`src/core/xpt_pkg.sv`:
```
package xpt_pkg;
	localparam int NUM_ROWS = 20;
	localparam int NUM_COLS = 20;
	localparam int MIN_LINES = 17;
	localparam int SLICE_W = 5;
	localparam int NUM_SLICES = 4;
	localparam int INTERLOCK_CNT = 40;
	localparam int SYNC_STAGES = 3;

	// Positions inside the packed pin vector that goes through the synchroniser
	localparam int POS_ROW = 0;
	localparam int POS_COL = POS_ROW + NUM_ROWS;
	localparam int POS_PH1 = POS_COL + NUM_COLS;
	localparam int POS_PH2 = POS_PH1 + 1;
	localparam int POS_PH3 = POS_PH2 + 1;
	localparam int POS_PSU = POS_PH3 + 1;
	localparam int POS_ILK = POS_PSU + 1;
	localparam int PIN_W = POS_ILK + INTERLOCK_CNT;

	// Reset values: strobes and selects idle high, supply off, interlocks open
	localparam logic [PIN_W-1:0] PIN_RST = {{INTERLOCK_CNT{1'b1}}, 1'b0, {(PIN_W-INTERLOCK_CNT-1){1'b1}}};
	localparam logic [NUM_ROWS-1:0] ROW_CMD_RST = '0;
	localparam logic [NUM_COLS-1:0] COL_CMD_RST = '0;
	localparam logic PSU_STATUS_N_RST = 1'b1;
	localparam logic [INTERLOCK_CNT-1:0] ILK_STATUS_N_RST = '1;

	typedef logic [NUM_ROWS-1:0] row_vec_t;
	typedef logic [NUM_COLS-1:0] col_vec_t;
	typedef logic [SLICE_W-1:0] slice_vec_t;
endpackage

```
`src/core/driver_slice.sv`:
```
module driver_slice
	import xpt_pkg::*;
(
	input wire logic i_clk,
	input wire logic i_reset,
	input wire xpt_pkg::slice_vec_t i_sel,
	input wire logic i_en_turn,
	input wire logic i_en_sel_thru,
	input wire logic i_en_other_thru,
	output xpt_pkg::slice_vec_t o_turn,
	output xpt_pkg::slice_vec_t o_thru
);
	import xpt_pkg::*;

	slice_vec_t turn_q;
	slice_vec_t thru_q;

	always_ff @(posedge i_clk) begin
		if (i_reset) begin
			turn_q <= '0;
		end else begin
			turn_q <= i_sel & {SLICE_W{i_en_turn}};
		end
	end

	// Selected lines take one enable, unselected lines the other
	always_ff @(posedge i_clk) begin
		if (i_reset) begin
			thru_q <= '0;
		end else begin
			thru_q <= (i_sel & {SLICE_W{i_en_sel_thru}}) | (~i_sel & {SLICE_W{i_en_other_thru}});
		end
	end

	assign o_turn = turn_q;
	assign o_thru = thru_q;
endmodule // driver_slice

```
`src/core/crosspoint_phase_driver.sv`:
```
// Operation
// - Controller gives row, column and phases; block turns crosspoint, clears row and column.
// - Phase 1 low drives Thru on the selected row, all columns enabled.
// - Two-phase Phase 2 turns row-column crosspoint and clears the selected column.
// - Three-phase Phase 2 alone only turns the row-column crosspoint.
// - Three-phase Phase 3 with Phase 2 clears the selected column to Thru.
// - Matrix of seventeen up to twenty rows by twenty columns.
// - Four row slices and four column slices of five lines each.
// - Actuator supply state returned as contact closure to the controller.
// - Each phase strobe is an active-low enable for its driver outputs.
module crosspoint_phase_driver
	import xpt_pkg::*;
(
	input wire logic I_CLK_SYS,
	input wire logic I_RESET,
	input wire logic I_THREE_PHASE,
	input wire xpt_pkg::row_vec_t I_ROW_SEL_N,
	input wire xpt_pkg::col_vec_t I_COL_SEL_N,
	input wire logic I_PHASE1_N,
	input wire logic I_PHASE2_N,
	input wire logic I_PHASE3_N,
	input wire logic I_PSU_OK,
	input wire logic [xpt_pkg::INTERLOCK_CNT-1:0] I_INTERLOCK_N,
	output xpt_pkg::row_vec_t O_ROW_TURN,
	output xpt_pkg::row_vec_t O_ROW_THRU,
	output xpt_pkg::col_vec_t O_COL_EN,
	output logic O_PSU_STATUS_N,
	output logic [xpt_pkg::INTERLOCK_CNT-1:0] O_INTERLOCK_N,
	output logic O_ADDR_FAULT,
	output logic O_PHASE_ACTIVE
);
	import xpt_pkg::*;

	logic [PIN_W-1:0] pins;
	logic [PIN_W-1:0] sync1_q;
	logic [PIN_W-1:0] sync2_q;
	logic [PIN_W-1:0] sync3_q;
	logic [PIN_W-1:0] filt_q;
	row_vec_t row_sel;
	col_vec_t col_sel;
	logic p1;
	logic p2;
	logic p3;
	logic any_phase;
	logic addr_ok;
	logic seq_ok;
	logic row_en_turn;
	logic row_en_sel_thru;
	logic row_en_other_thru;
	logic col_en_sel;
	logic col_en_other;
	logic psu_status_n_q;
	logic [INTERLOCK_CNT-1:0] ilk_q;
	logic addr_fault_q;
	logic phase_active_q;
	row_vec_t row_turn;
	row_vec_t row_thru;
	col_vec_t col_en;

	function automatic logic one_hot20(input logic [NUM_ROWS-1:0] v);
		logic [NUM_ROWS-1:0] m;
		m = v & (v - 1'b1);
		return (v != '0) && (m == '0);
	endfunction

	assign pins = {I_INTERLOCK_N, I_PSU_OK, I_PHASE3_N, I_PHASE2_N, I_PHASE1_N,
		I_COL_SEL_N, I_ROW_SEL_N};

	// Three-stage sampler; a level is taken only once stages two and three agree
	always_ff @(posedge I_CLK_SYS) begin
		if (I_RESET) begin
			sync1_q <= PIN_RST;
			sync2_q <= PIN_RST;
			sync3_q <= PIN_RST;
		end else begin
			sync1_q <= pins;
			sync2_q <= sync1_q;
			sync3_q <= sync2_q;
		end
	end

	always_ff @(posedge I_CLK_SYS) begin
		if (I_RESET) begin
			filt_q <= PIN_RST;
		end else begin
			for (int i = 0; i < PIN_W; i++) begin
				if (sync2_q[i] == sync3_q[i]) begin
					filt_q[i] <= sync3_q[i];
				end
			end
		end
	end

	assign row_sel = ~filt_q[POS_ROW +: NUM_ROWS];
	assign col_sel = ~filt_q[POS_COL +: NUM_COLS];
	assign p1 = ~filt_q[POS_PH1];
	assign p2 = ~filt_q[POS_PH2];
	assign p3 = ~filt_q[POS_PH3];
	assign any_phase = p1 | p2;

	// A malformed address or overlapping Phase 1 and 2 would pull a whole
	// bus of actuators at once; drive nothing rather than guess
	assign addr_ok = one_hot20(row_sel) && one_hot20(col_sel);
	assign seq_ok = addr_ok && !(p1 && p2);

	assign row_en_sel_thru = seq_ok && p1;
	assign row_en_turn = seq_ok && p2;
	// Column clear: implied by Phase 2 in two-phase, needs Phase 3 in three-phase
	assign row_en_other_thru = seq_ok && p2 && (!I_THREE_PHASE || p3);
	assign col_en_sel = seq_ok && (p1 || p2);
	assign col_en_other = seq_ok && p1;

	genvar g;
	generate
		for (g = 0; g < NUM_SLICES; g++) begin : g_slice
			driver_slice u_row (
				.i_clk(I_CLK_SYS),
				.i_reset(I_RESET),
				.i_sel(row_sel[g*SLICE_W +: SLICE_W]),
				.i_en_turn(row_en_turn),
				.i_en_sel_thru(row_en_sel_thru),
				.i_en_other_thru(row_en_other_thru),
				.o_turn(row_turn[g*SLICE_W +: SLICE_W]),
				.o_thru(row_thru[g*SLICE_W +: SLICE_W])
			);
			driver_slice u_col (
				.i_clk(I_CLK_SYS),
				.i_reset(I_RESET),
				.i_sel(col_sel[g*SLICE_W +: SLICE_W]),
				.i_en_turn(1'b0),
				.i_en_sel_thru(col_en_sel),
				.i_en_other_thru(col_en_other),
				.o_turn(),
				.o_thru(col_en[g*SLICE_W +: SLICE_W])
			);
		end
	endgenerate

	// Lines beyond a smaller matrix simply stay unselected by the controller
	assign O_ROW_TURN = row_turn;
	assign O_ROW_THRU = row_thru;
	assign O_COL_EN = col_en;

	// Closure to common, i.e. low, while the actuator supply runs
	always_ff @(posedge I_CLK_SYS) begin
		if (I_RESET) begin
			psu_status_n_q <= PSU_STATUS_N_RST;
		end else begin
			psu_status_n_q <= ~filt_q[POS_PSU];
		end
	end

	always_ff @(posedge I_CLK_SYS) begin
		if (I_RESET) begin
			ilk_q <= ILK_STATUS_N_RST;
		end else begin
			ilk_q <= filt_q[POS_ILK +: INTERLOCK_CNT];
		end
	end

	always_ff @(posedge I_CLK_SYS) begin
		if (I_RESET) begin
			addr_fault_q <= 1'b0;
			phase_active_q <= 1'b0;
		end else begin
			addr_fault_q <= any_phase && !seq_ok;
			phase_active_q <= any_phase;
		end
	end

	assign O_PSU_STATUS_N = psu_status_n_q;
	assign O_INTERLOCK_N = ilk_q;
	assign O_ADDR_FAULT = addr_fault_q;
	assign O_PHASE_ACTIVE = phase_active_q;
endmodule // crosspoint_phase_driver

```
`config.mk`:
```
export PLATFORM = sky130hd
export DESIGN_NAME = crosspoint_phase_driver
export DESIGN_NICKNAME = d
export VERILOG_FILES = /design/src/core/xpt_pkg.sv /design/src/core/driver_slice.sv /design/src/core/crosspoint_phase_driver.sv
export SDC_FILE = /design/constraint.sdc
export NUM_CORES = 1
export LEC_CHECK = 0
export BUFFER_PORTS_ARGS = -buffer_cell sky130_fd_sc_hd__buf_2
export CORE_UTILIZATION = 61
export CTS_CLUSTER_DIAMETER = 100
export DETAILED_ROUTE_END_ITERATION = 10
export PLACE_DENSITY = 0.95
export SLEW_MARGIN = 0
export SYNTH_ARGS = -nofsm -noshare
export SYNTH_HDL_FRONTEND = slang
export SYNTH_HIERARCHICAL = 1
export SYNTH_SLANG_ARGS = --single-unit
```
`constraint.sdc`:
```
create_clock -name I_CLK_SYS -period 6 [get_ports I_CLK_SYS]
set_input_delay 1.2 -clock I_CLK_SYS [delete_from_list [all_inputs] [get_ports I_CLK_SYS]]
set_output_delay 1.2 -clock I_CLK_SYS [all_outputs]
set_load 0.02 [all_outputs]
```
### Word level (Yosys, flattened, before mapping)

Index checks and enable logic that the tools add are counted.

| storage, ports and cells | value |
|---|---|
| register bits | 439 |
| latch bits | 0 |
| bits in writable memories | 0 |
| bits in read-only memories | 0 |
| bits of input ports | 87 |
| memories | 0 |

| operators by class | value |
|---|---|
| $add $sub $neg | 2 |
| multiply operators | 0 |
| div/mod/pow operators | 0 |
| magnitude comparators | 0 |
| equal/unequal tests | 84 |
| shifts and indexed selects | 0 |
| multiplexer cells | 0 |
| bitwise logic cells | 45 |
| reductions and logical operators | 19 |

Operators with widths:

| cell | count |
|---|---|
| 5-bit bitwise AND | 20 |
| 1-bit equality test | 84 |
| 20-bit bitwise AND | 2 |
| 20-bit logical NOT | 2 |
| 20-bit inverter | 2 |
| 5-bit inverter | 8 |
| 5-bit OR | 8 |
| 20-bit nonzero test | 2 |
| 20-bit by 1-bit subtractor with 20-bit output, second input constant | 2 |
| 1-bit logical AND | 10 |
| 1-bit inverter | 4 |
| 1-bit logical NOT | 3 |
| 1-bit logical OR | 2 |
| 1-bit OR | 1 |

### Depth between registers and ports, before layout

Gate-level depths: netlist (run 1).

| depth | value |
|---|---|
| depth after elaboration | 11 |
| gate-level depth with buffers | 10 |

### Hierarchy

Netlist (run 1), hierarchy kept.

Modules (own cells, without submodules):

| module | instances | cells each | area each (um^2) | seq. area each (um^2) |
|---|---|---|---|---|
| crosspoint_phase_driver | 1 | 1092 | 11664.9 | 7587.3 |
| driver_slice | 8 | 26 | 309.0 | 200.2 |

### Worst setup path before layout (run 1)

OpenSTA, ideal clock, no wires.

| timing path | value |
|---|---|
| path type | register to register |
| start point | register filt_q[0] |
| end point | register g_slice[0].u_row.thru_q[0] |
| library setup time | 0.070 ns |
| arrival time | 3.247 ns |
| required time | 5.930 ns |
| slack | 2.683 ns |
| stages on the path, launching flop included | 11 |
| buffers on the path | 1 |
| period minus slack after synthesis | 3.317 ns |
| cells stage by stage | dfxtp_1 > buf_4 > nand4_2 > or2_0 > maj3_2 > a2111oi_0 > and4_1 > o211ai_2 > nor2_1 > mux2i_1 > nor2_1 |

| on the way | value |
|---|---|
| elaborated cells between the ends (all ways) | 15 |

RTL lines:

| element | RTL line | RTL |
|---|---|---|
| start, declared | crosspoint_phase_driver.sv:38 | `logic [PIN_W-1:0] filt_q;` |
| start signal, assigned by index | crosspoint_phase_driver.sv:88 | `filt_q[i] <= sync3_q[i];` |
| 20-bit inverter * | crosspoint_phase_driver.sv:94 | `assign row_sel = ~filt_q[POS_ROW +: NUM_ROWS];` |
| 20-bit by 1-bit subtractor with 20-bit output | crosspoint_phase_driver.sv:62 | `m = v & (v - 1'b1);` |
| 20-bit bitwise AND | crosspoint_phase_driver.sv:62 |  |
| 20-bit logical NOT | crosspoint_phase_driver.sv:63 | `return (v != '0) && (m == '0);` |
| 1-bit logical AND * | crosspoint_phase_driver.sv:63 |  |
| 1-bit logical AND * | crosspoint_phase_driver.sv:103 | `assign addr_ok = one_hot20(row_sel) && one_hot20(col_sel);` |
| 1-bit logical AND * | crosspoint_phase_driver.sv:104 | `assign seq_ok = addr_ok && !(p1 && p2);` |
| 1-bit logical AND * | - |  |
| via col_en_other | crosspoint_phase_driver.sv:51 | `logic col_en_other;` |
| 5-bit bitwise AND * | driver_slice.sv:31 | `thru_q <= (i_sel & {SLICE_W{i_en_sel_thru}}) \| (~i_sel & {SLICE_W{i_en_other_thru}});` |
| 5-bit OR * | driver_slice.sv:31 |  |
| end signal, assigned | driver_slice.sv:31 |  |
| end, declared | driver_slice.sv:16 | `slice_vec_t thru_q;` |

The timed path passes the listed nets; every way through them passes the cells marked *.
A chain may end at the register's enable or synchronous reset.

### Final worst setup path (run 1)

| timing path | value |
|---|---|
| start point | register filt_q[0] |
| end point | register g_slice[1].u_row.thru_q[3] |

| on the way | value |
|---|---|
| word-level cells in the longest chain between the ends | 11 |
| elaborated cells between the ends (all ways) | 14 |

RTL lines:

| element | RTL line | RTL |
|---|---|---|
| 20-bit inverter * | crosspoint_phase_driver.sv:94 |  |
| 20-bit by 1-bit subtractor with 20-bit output | crosspoint_phase_driver.sv:62 |  |
| 20-bit bitwise AND | crosspoint_phase_driver.sv:62 |  |
| 20-bit logical NOT | crosspoint_phase_driver.sv:63 |  |
| 1-bit logical AND * | crosspoint_phase_driver.sv:63 |  |
| 1-bit logical AND * | crosspoint_phase_driver.sv:103 |  |
| 1-bit logical AND * | crosspoint_phase_driver.sv:104 |  |
| 1-bit logical AND * (2 in series) | crosspoint_phase_driver.sv:109 | `assign row_en_other_thru = seq_ok && p2 && (!I_THREE_PHASE \|\| p3);` |
| via row_en_other_thru | crosspoint_phase_driver.sv:49 | `logic row_en_other_thru;` |
| 5-bit bitwise AND * | driver_slice.sv:31 |  |
| 5-bit OR * | driver_slice.sv:31 |  |
| end signal, assigned | driver_slice.sv:31 |  |
| end, declared | driver_slice.sv:16 |  |

Marked as above.

==> results of run 1 <==
[worst reg2reg max path, delay by kind of cell (launching register included)]
family	cells	cell delay, ps
fa+ha+maj	1	310
flops	1	510
mux	1	190
simple gates	4	950
compound gates	3	1440
[final cells by class]
type                       count  area (sq um)  share of cell area
tap                          280           350              0.0218
timing repair buffer         192           991              0.0616
sequential                   439          8790               0.546
clock inverter                12           146             0.00909
clock buffer                  59          1200              0.0743
antenna                        4          10.0            0.000622
multi-input combinational    732          4460               0.277
inverter                      40           150             0.00933
[flip-flops by register name, indices dropped and copies added (netlist names)]
register / count
g_slice.u_row/o_thru: 20
filt_q: 84
sync2_q: 84
O_INTERLOCK_N: 40
sync3_q: 84
g_slice.u_row/o_turn: 20
sync1_q: 84
O_ADDR_FAULT: 1
g_slice.u_col/o_thru: 20
O_PSU_STATUS_N: 1
O_PHASE_ACTIVE: 1
[routing by layer]
metal	part of all wire	up-vias	track usage
li1	-	4461	-
met1	0.41	4206	0.253
met2	0.50	275	0.401
met3	0.063	68	0.0572
met4	0.027	4	0.0850
met5	0.0010	-	0
[power groups by stage]
stage          logic (mW)  registers [mW]  clock network (mW)
2_1_floorplan      0.0852            3.07                   0
4_1_cts             0.133            3.02                2.58
3_3_place_gp        0.126            3.08                   0
5_1_grt             0.146            3.02                2.71
6_report            0.131            3.02                2.54
3_5_place_dp        0.131            3.08                   0
[metrics by stage]
step	std cells	util
final	1758	0.738
after global routing	1755	0.737
after CTS	1754	0.737
after detailed placement	1683	0.676
after global placement	1683	0.676
after floorplan	1255	-
[layout by cell type (no fill, tap or decap), types with 3 or more instances in the layout]
master and instances:
sky130_fd_sc_hd__dfxtp_1 439, sky130_fd_sc_hd__or2_1 236, sky130_fd_sc_hd__buf_2 188, sky130_fd_sc_hd__nor2_1 125, sky130_fd_sc_hd__a21oi_1 89, sky130_fd_sc_hd__o21bai_1 83, sky130_fd_sc_hd__or2_2 53, sky130_fd_sc_hd__clkbuf_16 43
sky130_fd_sc_hd__mux2i_1 40, sky130_fd_sc_hd__inv_1 39, sky130_fd_sc_hd__and2_1 22, sky130_fd_sc_hd__nand3_1 14, sky130_fd_sc_hd__clkbuf_1 10, sky130_fd_sc_hd__nand4_1 7, sky130_fd_sc_hd__nand2_1 7, sky130_fd_sc_hd__clkinv_2 6
sky130_fd_sc_hd__clkbuf_8 6, sky130_fd_sc_hd__diode_2 4, sky130_fd_sc_hd__nor3_1 4, sky130_fd_sc_hd__o21ai_0 4, sky130_fd_sc_hd__nor2b_2 4, sky130_fd_sc_hd__o21ai_1 3, sky130_fd_sc_hd__and3_1 3, sky130_fd_sc_hd__nor2b_1 3
sky130_fd_sc_hd__inv_6 3, sky130_fd_sc_hd__bufinv_16 3
[path summary, 6_finish.rpt]
path	to	slack, ps	depth (start not counted)
max reg2reg	g_slice[1].u_row/o_thru[3]	2550	9
min reg2reg	sync2_q[14]	390	1
max	g_slice[1].u_row/o_thru[3]	2550	9
min	sync2_q[14]	390	1
==> impl_results.rst, run 1 <==
.. list-table::
   :header-rows: 1

   * - Metric
     - Value
   * - WP buf/inv
     - 0
   * - Worst Clk Skew
     - 18.2 ps
   * - Pins Over Slew Limit
     - 0
   * - Total via count in the routed design
     - 9014
   * - Cell Chain, Critical Path
     - nand4_2, or2_0, maj3_2, a2111oi_0, and4_1, o211ai_2, a211oi_2, mux2i_1, nor2_1
   * - Time the worst path needs with I/O delays and setup
     - 3450 ps
   * - Data required time at the worst endpoint
     - 6450 ps
   * - Arr. time, crit path
     - 3900 ps
   * - Setup repair after global routing missed its margin
     - no
   * - Count of maximum capacitance violations
     - 0
   * - Starting Density
     - 0.622
   * - Clock latency on the worst-skew pair
     - 520 ps
   * - I/O Pins
     - 190
   * - Crit path max-delay cell type
     - sky130_fd_sc_hd__a211oi_2
   * - Filler instances
     - 1376
   * - Leakage power of the design
     - 6.90 nW
   * - Post-route cell area
     - 0.0161 sq mm
   * - CTS tree
     - done
   * - Tot GR Track Use
     - 0.223
   * - Core ar.
     - 0.0218 sq mm
   * - HPWL reported at the end of detailed placement
     - 15900 um
   * - Post-detailed-routing wire length
     - 26000 um
   * - Maximum number of buffers from clock root to sink
     - 3
   * - Slew @ Worst Pin
     - 1150 ps
   * - Worst path top cell family by delay
     - compound AO/OA/AOI/OAI gates
   * - Via count of the first global-routing pass
     - 8769
   * - Startpoint type of the worst setup path
     - flip-flop
   * - PortBufs
     - 189
   * - Congestion Overflow GR
     - 0
   * - Worst Hold Launch
     - sync1_q[14]
   * - Number of sinks on the clock net
     - 439
   * - Critical R2R Launch
     - filt_q[0]
   * - CP peak stage delay
     - 970 ps
   * - Startpoint of the most critical setup path
     - filt_q[0]
   * - Final number of hold-violating endpoints
     - 0
   * - Setup_tns
     - 0 ps
   * - Mean cell area of the mapped netlist
     - 10.8 sq um
   * - Inserted Clock Buffers
     - 41
   * - Upper clock frequency limit
     - 0.290 GHz
   * - Clock power share
     - 0.446
   * - Pre-CTS WS
     - 2660 ps
   * - Root buffer cell
     - sky130_fd_sc_hd__clkbuf_16
   * - Synthesized Nets
     - 1342
   * - Relative slew slack
     - 0.235
   * - Number of setup violations in the final report
     - 0
   * - Die height
     - 151 um
   * - Syn-to-layout area delta
     - 18.6%
   * - Pin count of the biggest net entering global routing
     - 223
   * - Worst IR Drop VDD
     - 0.297 mV
   * - Largest fanout on the critical path
     - 20
   * - Pwr dens
     - 353 mW/mm^2
   * - Antenna violations before repair
     - 7
   * - Share of final-layout standard cells stronger than drive strength 1
     - 0.218
   * - Postcts setup bufs
     - 0
   * - Total of warnings raised by yosys
     - 6
   * - Gp weighted congestion
     - 0.893
   * - Area of the die
     - 0.0229 sq mm
   * - Post-Synthesis Cell Area
     - 0.0136 sq mm
   * - Status
     - complete, no violations
   * - Sequential share of power
     - 0.531
   * - Worst Slack Setup Final
     - 2550 ps
   * - Switching Power
     - 1.12 mW
   * - Min-Delay Path Class
     - flip-flop to flip-flop
   * - Number of remaining DRC errors
     - 0
   * - First-pass detailed-route iteration total
     - 5
   * - Average wire per standard cell
     - 14.8 um
   * - Cell internal pwr
     - 4.57 mW
   * - Sw Ratio
     - 0.196
   * - Final net count
     - 1533
   * - Clock-pin slew reported for the worst setup and hold paths after clock tree synthesis
     - 60 ps
   * - Element type at the critical path end
     - flip-flop
   * - Post-layout power
     - 5.69 mW
   * - Site row count
     - 54
   * - Number of buffers added to fix hold violations after cts
     - 0
   * - Routed vias/inst
     - 5.13
   * - Horizontal extent of the die
     - 151 um
   * - Antenna-violating nets left
     - 0
   * - Post-CTS Resized
     - 0
   * - Number of DRC markers in iteration 0
     - 557
   * - H-tree levels
     - 2
   * - Combinational group share of total power
     - 0.023
   * - Global-route wire length before repair
     - 40600 um
   * - Final Cycle Share
     - 0.576
   * - Critical path type
     - flip-flop to flip-flop
   * - Hold WS
     - 392 ps
   * - Area after DPL
     - 0.0147 sq mm
   * - Synthesized instance count
     - 1255
Power figures use the tool's default switching activity.
==> run 2: changes to the inputs <==
- CORE_UTILIZATION: 61 -> 56
- PLACE_DENSITY: 0.95 -> 0.89
- clock period: 6 -> 3.6 ns (I/O delays scaled with it)
==> impl_results.rst, run 2 (same netlist as run 1, synthesis figures left out) <==
.. list-table::
   :header-rows: 1

   * - Metric
     - Value
   * - Pin count of the biggest net entering global routing
     - 158
   * - Commonest non-fill, non-tap cell in the layout
     - sky130_fd_sc_hd__dfxtp_1
   * - H-tree levels
     - 2
   * - Setup repair after global routing missed its margin
     - no
   * - Starting Density
     - 0.575
   * - Slew @ Worst Pin
     - 804 ps
   * - I/O Pins
     - 190
   * - Pre-CTS WS
     - 583 ps
   * - Worst IR Drop VDD
     - 0.486 mV
   * - PortBufs
     - 189
   * - Site row count
     - 56
   * - Gp weighted congestion
     - 0.856
   * - Number of setup violations in the final report
     - 0
   * - Post-detailed-routing wire length
     - 24300 um
   * - Time the worst path needs with I/O delays and setup
     - 3060 ps
   * - Die height
     - 158 um
   * - Clock-pin slew reported for the worst setup and hold paths after clock tree synthesis
     - 60 ps
   * - Count of maximum capacitance violations
     - 0
   * - Antenna-violating nets left
     - 0
   * - Inserted Clock Buffers
     - 42
   * - Number of DRC markers in iteration 0
     - 377
   * - Worst Slack Setup Final
     - 536 ps
   * - HPWL reported at the end of detailed placement
     - 15500 um
   * - Post-CTS Resized
     - 0
   * - Worst Clk Skew
     - 18.9 ps
   * - Root buffer cell
     - sky130_fd_sc_hd__clkbuf_16
   * - Commonest cells after routing, fill and taps aside
     - 439 x sky130_fd_sc_hd__dfxtp_1, 236 x sky130_fd_sc_hd__or2_1, 188 x sky130_fd_sc_hd__buf_2, 125 x sky130_fd_sc_hd__nor2_1, 89 x sky130_fd_sc_hd__a21oi_1
   * - Setup_tns
     - 0 ps
   * - Relative slew slack
     - 0.464
   * - Element type at the critical path end
     - flip-flop
   * - Congestion Overflow GR
     - 0
   * - Postcts setup bufs
     - 0
   * - Status
     - complete, no violations
   * - Average wire per standard cell
     - 13.5 um
   * - Core ar.
     - 0.0236 sq mm
   * - Leakage power of the design
     - 6.96 nW
   * - CTS tree
     - done
   * - Via count of the first global-routing pass
     - 8151
   * - Antenna violations before repair
     - 5
   * - Routed vias/inst
     - 4.86
   * - Min-Delay Path Class
     - input pin to flip-flop
   * - Startpoint type of the worst setup path
     - flip-flop
   * - Area of the die
     - 0.0249 sq mm
   * - Number of sinks on the clock net
     - 439
   * - Critical path type
     - flip-flop to flip-flop
   * - Largest fanout on the critical path
     - 33
   * - Final Cycle Share
     - 0.851
   * - Global-route wire length before repair
     - 38400 um
   * - Upper clock frequency limit
     - 0.326 GHz
   * - Maximum number of buffers from clock root to sink
     - 3
   * - Number of remaining DRC errors
     - 0
   * - Share of final-layout standard cells stronger than drive strength 1
     - 0.222
   * - Arr. time, crit path
     - 3500 ps
   * - Final net count
     - 1538
   * - Total via count in the routed design
     - 8735
   * - Tot GR Track Use
     - 0.192
   * - Pwr dens
     - 599 mW/mm^2
   * - Horizontal extent of the die
     - 158 um
   * - First-pass detailed-route iteration total
     - 5
   * - Pins Over Slew Limit
     - 0
   * - Data required time at the worst endpoint
     - 4040 ps
   * - Post-layout power
     - 9.75 mW
   * - Clock latency on the worst-skew pair
     - 520 ps
   * - Number of buffers added to fix hold violations after cts
     - 0
   * - Syn-to-layout area delta
     - 20.0%
   * - Final number of hold-violating endpoints
     - 0
run 2: final timing paths:
check | startpoint | to | slack, ps | cells after the start
worst max-delay path | filt_q[0] | g_slice[3].u_col/o_thru[4] | 540 | 10
worst min-delay path | I_ROW_SEL_N[15] | sync1_q[15] | 370 | 2
worst max register to register | filt_q[0] | g_slice[3].u_col/o_thru[4] | 540 | 10
worst min register to register | sync1_q[3] | sync2_q[3] | 390 | 1
run 2: cell type report:
cell class / instances / area [sq um]
Antenna cell: 2 / 5.00
Clock buffer: 56 / 1180
Clock inverter: 15 / 259
Fill cell: 1684 / 7330
Inverter: 40 / 150
Multi-Input combinational cell: 732 / 4460
Sequential cell: 439 / 8790
Tap cell: 319 / 399
Timing Repair Buffer: 196 / 1030
run 2: stage by stage:
step,hold slack [ps],instances,util,instance area [sq um]
after CTS,352,1797,0.689,16300
after detailed placement,389,1726,0.628,14800
after global placement,386,1726,0.628,14800
after global routing,357,1797,0.689,16300
final,373,1799,0.690,16300
after floorplan,380,1255,-,13600
run 2: layer usage:
layer	up-vias	track usage	wire, um
li1	4481	-	-
met1	3930	0.226	10400
met2	247	0.333	11700
met3	71	0.0495	1470
met4	6	0.0781	711
met5	-	0	38
run 2: power breakdown:
group | internal [mW] | leakage, nW | switching [mW]
registers | 4.98 | 3.59 | 0.0490
logic | 0.119 | 2.66 | 0.103
clock network | 2.80 | 0.705 | 1.70
total | 7.90 | 6.96 | 1.85
run 2: worst max-delay path, cell delays in order, from the launching register on:
cell and delay [ps]:
sky130_fd_sc_hd__dfxtp_1 480, sky130_fd_sc_hd__nand4_2 230, sky130_fd_sc_hd__nor4b_2 530, sky130_fd_sc_hd__nand3_1 170, sky130_fd_sc_hd__xnor2_1 150, sky130_fd_sc_hd__o21ai_1 290
sky130_fd_sc_hd__o211ai_2 210, sky130_fd_sc_hd__nor2_2 270, sky130_fd_sc_hd__buf_4 380, sky130_fd_sc_hd__mux2i_1 140, sky130_fd_sc_hd__nor2_1 110
